## config.mk

```make
export PLATFORM = sky130hd
export DESIGN_NAME = spi_master_slave_port
export DESIGN_NICKNAME = d
export VERILOG_FILES = /design/src/spi_port_pkg.sv /design/src/spi_master_slave_port.sv
export VERILOG_INCLUDE_DIRS = /design/src
export SDC_FILE = /design/constraint.sdc
export NUM_CORES = 1
export LEC_CHECK = 0
export ABC_AREA = 1
export BUFFER_PORTS_ARGS = -buffer_cell sky130_fd_sc_hd__buf_2
export CAP_MARGIN = 20
export CORE_MARGIN = 1.5
export CORE_UTILIZATION = 46
export DETAILED_ROUTE_END_ITERATION = 7
export GPL_TIMING_DRIVEN = 0
export PLACE_DENSITY = 0.74
export REMOVE_ABC_BUFFERS = 1
export SKIP_CTS_REPAIR_TIMING = 1
export SLEW_MARGIN = 20
export SYNTH_ARGS = -nofsm -noshare
export SYNTH_HDL_FRONTEND = slang
export SYNTH_SLANG_ARGS = --single-unit
export TNS_END_PERCENT = 50
```

## constraint.sdc

```tcl
create_clock -name clk_sys -period 6.11 [get_ports clk_sys]
set_input_delay 0.611 -clock clk_sys [delete_from_list [all_inputs] [get_ports clk_sys]]
set_output_delay 0.611 -clock clk_sys [all_outputs]
set_load 0.1 [all_outputs]
```

## src/spi_port_params.svh

```systemverilog
`ifndef SPI_PORT_PARAMS_SVH
`define SPI_PORT_PARAMS_SVH

// register offsets on the plain register port
`define ADDR_CONTROL_FIRST 3'h0
`define ADDR_CONTROL_SECOND 3'h1
`define ADDR_INTERRUPT_FLAGS 3'h2
`define ADDR_DATA 3'h3

// control_first field positions
`define CF_ENABLE 0
`define CF_RATE_DIV_LO 1
`define CF_RATE_DIV_HI 2
`define CF_RATE_DOUBLE 4
`define CF_MASTER 5
`define CF_BIT_ORDER 6

// control_second field positions
`define CS_MODE_LO 0
`define CS_MODE_HI 1
`define CS_SELECT_IGNORE 2
`define CS_BUF_FIRST_WRITE 6
`define CS_BUFFERED 7

// interrupt_flags field positions
`define IF_TRANSFER 7
`define IF_WRITE_COLLISION 6
`define IF_TRANSFER_COMPLETE 5
`define IF_DATA_EMPTY 4

// reset values
`define CONTROL_FIRST_RESET 8'h00
`define CONTROL_SECOND_RESET 8'h00

// serial clock half periods in peripheral clock cycles
`define HALF_DIV4 7'h02
`define HALF_DIV16 7'h08
`define HALF_DIV64 7'h20
`define HALF_DIV128 7'h40
`define HALF_DIV2 7'h01
`define HALF_DIV8 7'h04
`define HALF_DIV32 7'h10

// index of the last serial clock edge and of the last bit in one byte
`define LAST_EDGE 5'h0f
`define LAST_BIT 4'h7

`endif

```

## src/spi_port_pkg.sv

```systemverilog
package spi_port_pkg;

    // transfer engine phase
    typedef enum logic {
        XFER_IDLE,
        XFER_RUN
    } xfer_type;

    // every flip-flop of the port
    typedef struct packed {
        logic enable;
        logic master;
        logic bit_order;
        logic rate_double;
        logic [1:0] rate_divider;
        logic buffered_operation;
        logic buffer_first_write_mode;
        logic select_pin_ignore;
        logic [1:0] xfer_mode;
        xfer_type phase;
        logic [7:0] shift;
        logic out_bit;
        logic [4:0] edge_cnt;
        logic [3:0] bit_cnt;
        logic [6:0] div_cnt;
        logic sck_lvl;
        logic [7:0] tx_hold;
        logic tx_valid;
        logic [7:0] rx_first;
        logic [7:0] rx_second;
        logic [1:0] rx_cnt;
        logic if_flag;
        logic transfer_complete_flag;
        logic write_collision_flag;
        logic [7:0] rd_data;
        logic sck_s1;
        logic sck_s2;
        logic sck_s3;
        logic ss_s1;
        logic ss_s2;
    } spi_state_type;

endpackage

```

## src/spi_master_slave_port.sv

```systemverilog
// Summary of operation
// one 8-bit shift register, full duplex
// data write loads shift or holding buffer
// data read returns first or second buffer
// master generates and drives serial clock
// slave synchronises incoming clock, shifts on edges
// master lowers select, then clocks the byte (ss_out stays tied high; the port never lowers select)
// master to slave on mosi, back on miso
// role forces pin directions to input
// output pins carry the port's values
// slave miso driven only while select low
// debugger halt freezes the port
// software sets enable bit last
// divider and doubling bit set master rate
// seven rates, fastest half the clock
// bit order chooses lsb or msb first
// select ignore removes multi-master select
// keeps running during idle sleep
// master write starts byte, flag at end
// low select demotes master, sets flag
// early unbuffered write sets collision flag
// buffered complete flag when all empty
// mode field sets polarity and phase
// disabled port releases pins, ignores lines
//
// Local design decisions: the register offsets and the strobed register port.
`timescale 1ns/1ps
`default_nettype none
`include "spi_port_params.svh"

module spi_master_slave_port
    import spi_port_pkg::*;
(
    input wire logic clk_sys,
    input wire logic reset,
    input wire logic [2:0] addr,
    input wire logic [7:0] wr_data,
    input wire logic wr_stb,
    input wire logic rd_stb,
    output logic [7:0] rd_data,
    input wire logic dbg_halt,
    input wire logic dir_mosi,
    input wire logic dir_miso,
    input wire logic dir_sck,
    input wire logic dir_ss,
    input wire logic mosi_in,
    output logic mosi_out,
    output logic mosi_oe_n,
    input wire logic miso_in,
    output logic miso_out,
    output logic miso_oe_n,
    input wire logic sck_in,
    output logic sck_out,
    output logic sck_oe_n,
    input wire logic ss_n_in,
    output logic ss_out,
    output logic ss_oe_n
);

    spi_state_type state_ff; // registered state
    spi_state_type nxt_state; // next state
    logic cpol; // clock idle level
    logic cpha; // sample on trailing edge
    logic [6:0] half_cnt; // half serial period in cycles
    logic edge_now; // a serial clock edge this cycle
    logic lead; // the edge leaves the idle level
    logic sample_now; // the edge samples input
    logic in_bit; // incoming serial bit
    logic done; // byte finished this cycle
    logic active; // transfer under way
    logic [7:0] cap; // finished received byte

    // mode field gives polarity and phase alike for both roles
    assign cpol = state_ff.xfer_mode[1];
    assign cpha = state_ff.xfer_mode[0];

    // first bit of a byte by bit order
    function automatic logic first_bit(input logic lsb_first, input logic [7:0] b);
        first_bit = lsb_first ? b[0] : b[7];
    endfunction

    // divider and doubling bit pick one of seven half periods
    always_comb begin
        unique case ({state_ff.rate_double, state_ff.rate_divider})
            3'h0: half_cnt = `HALF_DIV4;
            3'h1: half_cnt = `HALF_DIV16;
            3'h2: half_cnt = `HALF_DIV64;
            3'h3: half_cnt = `HALF_DIV128;
            3'h4: half_cnt = `HALF_DIV2;
            3'h5: half_cnt = `HALF_DIV8;
            3'h6: half_cnt = `HALF_DIV32;
            3'h7: half_cnt = `HALF_DIV64;
        endcase
    end

    // next state: syncs, register access, shift engine, buffers, flags
    always_comb begin
        nxt_state = state_ff;
        edge_now = 1'b0;
        lead = 1'b0;
        sample_now = 1'b0;
        done = 1'b0;
        cap = 8'h00;
        in_bit = state_ff.master ? miso_in : mosi_in;
        active = state_ff.master ? (state_ff.phase == XFER_RUN) : (state_ff.bit_cnt != 4'h0);
        nxt_state.rd_data = 8'h00;
        // two-flop synchronisers plus one edge stage
        nxt_state.sck_s1 = sck_in;
        nxt_state.sck_s2 = state_ff.sck_s1;
        nxt_state.sck_s3 = state_ff.sck_s2;
        nxt_state.ss_s1 = ss_n_in;
        nxt_state.ss_s2 = state_ff.ss_s1;
        // control writes; enable is meant to be set last by software
        if (wr_stb && addr == `ADDR_CONTROL_FIRST) begin
            nxt_state.enable = wr_data[`CF_ENABLE];
            nxt_state.rate_divider = wr_data[`CF_RATE_DIV_HI:`CF_RATE_DIV_LO];
            nxt_state.rate_double = wr_data[`CF_RATE_DOUBLE];
            nxt_state.master = wr_data[`CF_MASTER];
            nxt_state.bit_order = wr_data[`CF_BIT_ORDER];
        end
        if (wr_stb && addr == `ADDR_CONTROL_SECOND) begin
            nxt_state.xfer_mode = wr_data[`CS_MODE_HI:`CS_MODE_LO];
            nxt_state.select_pin_ignore = wr_data[`CS_SELECT_IGNORE];
            nxt_state.buffer_first_write_mode = wr_data[`CS_BUF_FIRST_WRITE];
            nxt_state.buffered_operation = wr_data[`CS_BUFFERED];
        end
        // flag clear by writing one; later sets override it
        if (wr_stb && addr == `ADDR_INTERRUPT_FLAGS) begin
            if (wr_data[`IF_TRANSFER]) begin
                nxt_state.if_flag = 1'b0;
            end
            if (wr_data[`IF_WRITE_COLLISION]) begin
                nxt_state.write_collision_flag = 1'b0;
            end
            if (wr_data[`IF_TRANSFER_COMPLETE]) begin
                nxt_state.transfer_complete_flag = 1'b0;
            end
        end
        // register reads, answered in the next cycle only
        if (rd_stb) begin
            unique case (addr)
                `ADDR_CONTROL_FIRST: begin
                    nxt_state.rd_data = {1'b0, state_ff.bit_order, state_ff.master,
                        state_ff.rate_double, 1'b0, state_ff.rate_divider, state_ff.enable};
                end
                `ADDR_CONTROL_SECOND: begin
                    nxt_state.rd_data = {state_ff.buffered_operation,
                        state_ff.buffer_first_write_mode, 3'h0,
                        state_ff.select_pin_ignore, state_ff.xfer_mode};
                end
                `ADDR_INTERRUPT_FLAGS: begin
                    nxt_state.rd_data = {state_ff.if_flag, state_ff.write_collision_flag,
                        state_ff.transfer_complete_flag, ~state_ff.tx_valid, 4'h0};
                end
                `ADDR_DATA: begin
                    if (state_ff.buffered_operation) begin
                        nxt_state.rd_data = state_ff.rx_second;
                        // pop the receive fifo head
                        if (state_ff.rx_cnt == 2'h2) begin
                            nxt_state.rx_second = state_ff.rx_first;
                        end
                        if (state_ff.rx_cnt != 2'h0) begin
                            nxt_state.rx_cnt = state_ff.rx_cnt - 2'h1;
                        end
                    end else begin
                        nxt_state.rd_data = state_ff.rx_first;
                    end
                end
                default: begin
                    nxt_state.rd_data = 8'h00;
                end
            endcase
        end
        // shift engine; nothing moves while disabled or halted (idle sleep keeps it)
        if (!state_ff.enable) begin
            nxt_state.phase = XFER_IDLE;
            nxt_state.bit_cnt = 4'h0;
            nxt_state.edge_cnt = 5'h00;
            nxt_state.sck_lvl = cpol;
        end else if (!dbg_halt) begin
            // idle clock follows the mode field at once, so no stale level shows
            if (state_ff.phase == XFER_IDLE) begin
                nxt_state.sck_lvl = nxt_state.xfer_mode[1];
            end
            if (state_ff.master && !state_ff.select_pin_ignore && !dir_ss
                && !state_ff.ss_s2) begin
                // another master owns the bus: drop to slave
                nxt_state.master = 1'b0;
                nxt_state.phase = XFER_IDLE;
                nxt_state.bit_cnt = 4'h0;
                nxt_state.edge_cnt = 5'h00;
                nxt_state.sck_lvl = cpol;
                nxt_state.if_flag = 1'b1;
            end else if (state_ff.master) begin
                // clock generator paces the exchange
                if (state_ff.phase == XFER_RUN) begin
                    if (state_ff.div_cnt == half_cnt - 7'h01) begin
                        nxt_state.div_cnt = 7'h00;
                        nxt_state.sck_lvl = ~state_ff.sck_lvl;
                        nxt_state.edge_cnt = state_ff.edge_cnt + 5'h01;
                        edge_now = 1'b1;
                        lead = ~state_ff.edge_cnt[0];
                        done = (state_ff.edge_cnt == `LAST_EDGE);
                    end else begin
                        nxt_state.div_cnt = state_ff.div_cnt + 7'h01;
                    end
                end
            end else if (state_ff.ss_s2) begin
                // deselected slave drops any partial byte
                nxt_state.bit_cnt = 4'h0;
            end else if (state_ff.sck_s2 != state_ff.sck_s3) begin
                edge_now = 1'b1;
                lead = (state_ff.sck_s2 != cpol);
            end
            sample_now = edge_now && (lead ^ cpha);
            if (sample_now) begin
                // one bit in, one bit moves toward the output
                nxt_state.shift = state_ff.bit_order ? {in_bit, state_ff.shift[7:1]}
                                                     : {state_ff.shift[6:0], in_bit};
                nxt_state.bit_cnt = state_ff.bit_cnt + 4'h1;
                if (!state_ff.master && state_ff.bit_cnt == `LAST_BIT) begin
                    done = 1'b1;
                    nxt_state.bit_cnt = 4'h0;
                end
            end else if (edge_now) begin
                nxt_state.out_bit = first_bit(state_ff.bit_order, state_ff.shift);
            end else if (!state_ff.master && state_ff.bit_cnt == 4'h0) begin
                // idle slave presents its first bit ahead of the clock
                nxt_state.out_bit = first_bit(state_ff.bit_order, state_ff.shift);
            end
        end
        // byte finished: deliver received data and refill
        if (done) begin
            cap = nxt_state.shift;
            nxt_state.phase = XFER_IDLE;
            nxt_state.bit_cnt = 4'h0;
            nxt_state.edge_cnt = 5'h00;
            nxt_state.if_flag = 1'b1;
            if (!state_ff.buffered_operation) begin
                nxt_state.rx_first = cap;
            end else begin
                // push into the two-entry receive fifo, oldest lost when full
                unique case (nxt_state.rx_cnt)
                    2'h0: begin
                        nxt_state.rx_second = cap;
                        nxt_state.rx_cnt = 2'h1;
                    end
                    2'h1: begin
                        nxt_state.rx_first = cap;
                        nxt_state.rx_cnt = 2'h2;
                    end
                    default: begin
                        nxt_state.rx_second = state_ff.rx_first;
                        nxt_state.rx_first = cap;
                    end
                endcase
                if (state_ff.tx_valid) begin
                    nxt_state.shift = state_ff.tx_hold;
                    nxt_state.tx_valid = 1'b0;
                    // a trailing-edge phase presents the bit at the next leading edge
                    if (!cpha) begin
                        nxt_state.out_bit = first_bit(state_ff.bit_order, state_ff.tx_hold);
                    end
                    if (state_ff.master) begin
                        nxt_state.phase = XFER_RUN;
                        nxt_state.div_cnt = 7'h00;
                    end
                end else begin
                    nxt_state.transfer_complete_flag = 1'b1;
                end
            end
        end
        // data write: shift register, holding buffer or collision
        if (wr_stb && addr == `ADDR_DATA) begin
            if (!state_ff.buffered_operation) begin
                nxt_state.shift = wr_data;
                if (active) begin
                    nxt_state.write_collision_flag = 1'b1;
                end else if (state_ff.master && state_ff.enable) begin
                    nxt_state.phase = XFER_RUN;
                    nxt_state.div_cnt = 7'h00;
                    nxt_state.edge_cnt = 5'h00;
                    nxt_state.bit_cnt = 4'h0;
                    nxt_state.sck_lvl = cpol;
                    nxt_state.out_bit = first_bit(state_ff.bit_order, wr_data);
                end
            end else if (state_ff.master && state_ff.enable && (!active || done)
                && !state_ff.tx_valid) begin
                // first buffered write goes out at once
                nxt_state.shift = wr_data;
                nxt_state.phase = XFER_RUN;
                nxt_state.div_cnt = 7'h00;
                nxt_state.edge_cnt = 5'h00;
                nxt_state.bit_cnt = 4'h0;
                nxt_state.sck_lvl = cpol;
                nxt_state.out_bit = first_bit(state_ff.bit_order, wr_data);
            end else if (!state_ff.master && !active && state_ff.buffer_first_write_mode) begin
                nxt_state.shift = wr_data;
            end else begin
                nxt_state.tx_hold = wr_data;
                nxt_state.tx_valid = 1'b1;
            end
        end
    end

    // state register
    always_ff @(posedge clk_sys or posedge reset) begin
        if (reset) begin
            state_ff <= '0;
        end else begin
            state_ff <= nxt_state;
        end
    end

    // pins: role overrides direction, user pins carry the port's values
    assign rd_data = state_ff.rd_data;
    assign mosi_out = state_ff.out_bit;
    assign miso_out = state_ff.out_bit;
    assign sck_out = state_ff.sck_lvl;
    assign ss_out = 1'b1;
    assign mosi_oe_n = ~(state_ff.enable && state_ff.master && dir_mosi);
    assign sck_oe_n = ~(state_ff.enable && state_ff.master && dir_sck);
    assign ss_oe_n = ~(state_ff.enable && state_ff.master && dir_ss);
    assign miso_oe_n = ~(state_ff.enable && !state_ff.master && dir_miso && !ss_n_in);
endmodule
`default_nettype wire

```

After elaboration in Yosys (flattened, before gate mapping):

Memory sizes are Yosys's and may differ from the RTL's.
Index checks and enable logic that the tools add are counted.

* add/subtract/negate cells: 5
* eq/ne operators: 11
* multiplexer cells: 114
* bitwise operators: 10
* reduce and logical (&&, ||, !) cells: 36

Operator list (count)
* $mux W8: 14
* $mux W9: 8
* $mux W10: 6
* $mux W1: 58
* $mux W18: 3
* $mux W27: 2
* $mux W7: 6
* $mux W36: 1
* $pmux W8 S4: 1
* $mux W26: 1
* $logic_and A1 B1 Y1: 21
* $mux W21: 1
* $mux W5: 4
* $mux W4: 4
* $pmux W8 S2: 1
* $not A1 Y1: 9
* $add A7 B1 Y7 const B: 1
* $eq A7 B7 Y1: 1
* $logic_not A1 Y1: 7
* $sub A7 B1 Y7 const B: 1
* $eq A3 B2 Y1 const B: 2
* $add A5 B1 Y5 const B: 1
* $eq A5 B4 Y1 const B: 1
* $add A4 B1 Y4 const B: 1
* other kinds (19): 21

* register bits after elaboration: 81
* bits in read-only memories: 56
* input bits: 24
* memories kept: 1

Memories
* (no name shown): words 8, bits a word 7, read ports 1, clocked after Yosys merged registers in 0, wr ports 0, line spi_master_slave_port.sv:84 `unique case ({state_ff.rate_double, state_ff.rate_divider})`

Longest topological paths before layout:

An unclocked memory read counts as a cell.

* depth after elaboration: 22
* gate-level depth with buffers: 31

Least setup slack after synthesis:

No wires, ideal clock.

* path kind: register to register
* start point: register state_ff[76] in the netlist's numbering
* end point: register state_ff[35] in the netlist's numbering
* arrival: 3.047 ns
* setup slack: 2.989 ns
* stages on the path, launching flop included: 30
* path buffers: 2
* period minus slack after synthesis: 3.121 ns
* cells stage by stage: dfrtp_1 buf_6 nor2_4 nand2_1 ha_1 nand2_1 inv_1 nor2_1 nand2_1 nor2_1 nand2_1 nor2_2 nand3_1 inv_1 ha_1 nand2_1 o21ai_1 nand3_1 nand2_1 inv_1 nand3_4 inv_2 nand2_2 nand2_4 o21ai_4 nand3_4 nor2_8 buf_6 nand2_1 o21ai_2

* longest elaborated chain between the ends: 19
* elaborated cells between the ends (all ways): 30
* those cells by class: add/sub (1); eq/ne (1); mux (20); bitwise (2); reduce/logical (5); memory (1)

Ends and longest elaborated chain
* start, declared: line spi_master_slave_port.sv:60 `spi_state_type state_ff;`
* start signal, assigned: line spi_master_slave_port.sv:311 `state_ff <= nxt_state;`
* $mem_v2 Z8 W7 *
* $sub A7 B1 Y7 *: line spi_master_slave_port.sv:197 `if (state_ff.div_cnt == half_cnt - 7'h01) begin`
* $eq A7 B7 Y1 *: line spi_master_slave_port.sv:197
* $mux W1: line spi_master_slave_port.sv:197
* $mux W1: line spi_master_slave_port.sv:196 `if (state_ff.phase == XFER_RUN) begin`
* $mux W1: line spi_master_slave_port.sv:194 `end else if (state_ff.master) begin`
* $mux W1: line spi_master_slave_port.sv:185 `if (state_ff.master && !state_ff.select_pin_ignore && !dir_ss`
* $mux W1: line spi_master_slave_port.sv:180 `end else if (!dbg_halt) begin`
* (+3 left out)
* $mux W1 *: line spi_master_slave_port.sv:216 `if (sample_now) begin`
* $mux W1 *: line spi_master_slave_port.sv:180
* $mux W1 *: line spi_master_slave_port.sv:175 `if (!state_ff.enable) begin`
* $logic_or A1 B1 Y1 *: line spi_master_slave_port.sv:287 `end else if (state_ff.master && state_ff.enable && (!active || done)`
* $logic_and A1 B1 Y1 *: line spi_master_slave_port.sv:287
* $logic_and A1 B1 Y1 *: line spi_master_slave_port.sv:288 `&& !state_ff.tx_valid) begin`
* $not A1 Y1 (no source line) *
* $reduce_and A4 Y1 (no source line) *

Mark *: on every way between the ends. The rest lies on a longest branch, timed or not. The select of a mux whose other input is x is not followed.
A chain may end at the register's enable or synchronous reset.

==> out/summary.txt <==
ANT cells: 0
Initial antenna violation count: 0
Ys async rst share: 100%
RSZ-0062 raised after global routing: false
Fin. max-slew vios: 0
Pre-antenna DRT Iters: 5
Worst slew pin tran: 0.916 ns
CTS buffer count: 9
Gpl congestion: 0.884
Via count: 4472
Clk root buf: clkbuf_8
Post-route antenna net violation count: 0
Crit-path most repeated cell: nand2_1
Placed insts: 814
Worst-path maximum fanout: 11
Hold Fails Final Rpt: 0
Final cell count without fillers: 830
R2r startpoint: state_ff[76]$_DFFE_PP0P_
Final nets: 723
DR iter-0 viols: 309
Fin crit period: 3.99 ns
Top cells by count, synth: nand2_1, dfrtp_1, inv_1
Synth top area share: 40.8%
CORE AREA: 10400 sq um
DRC violations left: 0
Worst-path cell with the longest stage delay: dfrtp_1
FF+latch count, synth: 81
Synth area leaders: dfrtp_1, nand2_1, inv_1
CP required: 6.38 ns
Cell Pwr Density: 312 nW/um^2
Setup violation total in the final timing report: 0
Min-Delay Path Class: in2async
IO Pins: 40
Fmax: 251 MHz
CP Launch Point: state_ff[76]$_DFFE_PP0P_
Die area: 11400 sq um
CP Data Arrival Time: 4.26 ns
Worst path max stage delay: 0.51 ns
Distinct cells, synth: 47
Via/cell ratio: 5.39
Sequential group share of total power: 42.7%
Ys Warns: 0
Static Leak: 2.59 nW
Sequential fraction of the synthesis area: 40.8%
H-tree Lvls: 3
Comb power frac: 33.0%
Setup crit end kind: register
Max cap viols: 0
CTS tree: built
Buffer depth of the longest clock path: 2
Clock net sink count: 81
Hpwl dp: 8.97 mm
Gr usage total: 22.3%
NetSw: 0.000687 W
Synth Instances: 669
WL final: 11.8 mm
Setup WS post-layout: 2.12 ns
Slew headroom: 38.5%
Multi-input gate area: 2410 sq um
Worst skew pair latency: 0.36 ns
Number of port buffers: 38
WS Path Type: reg2reg
Die Y: 107 microns
Area leader, netlist: dfrtp_1
Prevailing post-synth register cell: dfrtp_1
Setup WS pre-CTS: 2.24 ns
Area grow syn2layout: 7.73%
Sw frac: 41.1%
Cell Rows: 37
VDD IR max: 0.180 mV
Pint: 0.000982 W
Initial Util: 47.7%
Most common cell in the netlist: nand2_1
Clock skew: 0.0113 ns
Total Negative Setup Slacks: 0 ns
Register area: 2030 sq um
Share of layout cells above drive strength 1: 13.5%
Clk pwr share: 24.3%
First-pass GRT wire length: 20.2 mm
Fillers: 1034
CP top delay family: simple AND/OR/NAND/NOR gates
Vias in the first global route: 4283
Synth Cell Area: 4970 sq um
Total gr overflow: 0
Post-DR wirelength/cell: 14.2 microns
Status: finished, final reports clean
EDFF count, synth: 0
Mean Syn Cell Area: 7.42 sq um
Final period utilization: 65.3%
CP Buf/Inv Count: 4
Die width: 107 microns
Startpoint Class: register
Largest net degree at the start of global routing: 44
Clk pin slew, worst setup/hold paths: 0.09 ns
[state kept, by name, indices dropped and copies added (netlist names)]
| register | count |
|---|---|
| state_ff | 66 |
| rd_data | 8 |
| cpol | 1 |
| miso_out | 1 |
| sck_out | 1 |
| cpha | 1 |
| nxt_state | 3 |
[layout make-up]
class                      instances  share of cell area (%)
inverter                          88                    6.22
clock inverter                     6                    1.26
tap                              136                    3.18
timing repair buffer              39                    3.93
clock buffer                      10                    2.57
sequential                        81                    37.9
multi-input combinational        470                    45.0
[metrics by stage]
step / total power (W) / util, % / hold WS (ns) / cell area (sq um)
6_report: 0.00167 / 51.4 / 0.284 / 5350
5_1_grt: 0.00178 / 51.4 / 0.323 / 5350
4_1_cts: 0.00167 / 51.4 / 0.293 / 5350
3_5_place_dp: 0.00127 / 49.4 / 0.335 / 5150
3_3_place_gp: 0.00125 / 49.2 / 0.332 / 5120
2_1_floorplan: 0.00113 / - / 0.331 / 4760
[cells by family after synthesis]
family                   count (synthesis)  share of synthesized area [%]
flip-flops                              81                           40.8
adder cells (fa/ha/maj)                 10                           2.52
XOR/XNOR                                 7                           1.23
AO/OA/AOI/OAI                          130                           15.0
multiplexers                             3                          0.605
other                                    1                         0.0755
AND/OR/NAND/NOR                        319                           29.0
buffers and inverters                  118                           10.8
[power groups by stage]
stage                     sequential (W)  combinational (W)  clock [W]
after floorplan                 0.000770           0.000357          0
after global placement          0.000718           0.000528          0
after detailed placement        0.000722           0.000547          0
after CTS                       0.000711           0.000550   0.000412
after global routing            0.000724           0.000621   0.000432
final                           0.000713           0.000551   0.000405
[routing by layer]
| layer | vias up | global-route usage [%] | part of all wire, % |
|---|---|---|---|
| li1 | 2210 | - | - |
| met1 | 2088 | 30.6 | 46 |
| met2 | 158 | 35.5 | 46 |
| met3 | 16 | 4.68 | 6.8 |
| met4 | 0 | 6.57 | 1.4 |
| met5 | - | 0 | 0 |
[cell usage in the layout (no fill, tap or decap), drive strengths merged, types with 3 or more instances in the layout]
cell type    n
nand4        8
dfrtp       81
nand3       52
a21oi       15
clkinvlp     5
o211ai       7
clkbuf      10
xor2         6
o22ai        6
inv         87
nor3        10
o21ai       86
ha          10
mux2i        3
a211oi       3
buf         39
nor2        66
a221oi       3
nand2      179
o22a         4
[worst paths after layout]
| check | cells past startpoint | to | slack, ns |
|---|---|---|---|
| worst max-delay path | 27 | state_ff[52]$_DFF_PP0_ | 2.12 |
| worst min-delay path | 2 | state_ff[56]$_DFF_PP0_ | 0.28 |
| worst max register to register | 27 | state_ff[52]$_DFF_PP0_ | 2.12 |
| worst min register to register | 0 | nxt_state[2]$_DFF_PP0_ | 0.36 |
| max in group asynchronous | 3 | state_ff[18]$_DFF_PP0_ | 5.23 |
| min in group clk_sys | 0 | nxt_state[2]$_DFF_PP0_ | 0.36 |
(Power assumes the default switching activity.)
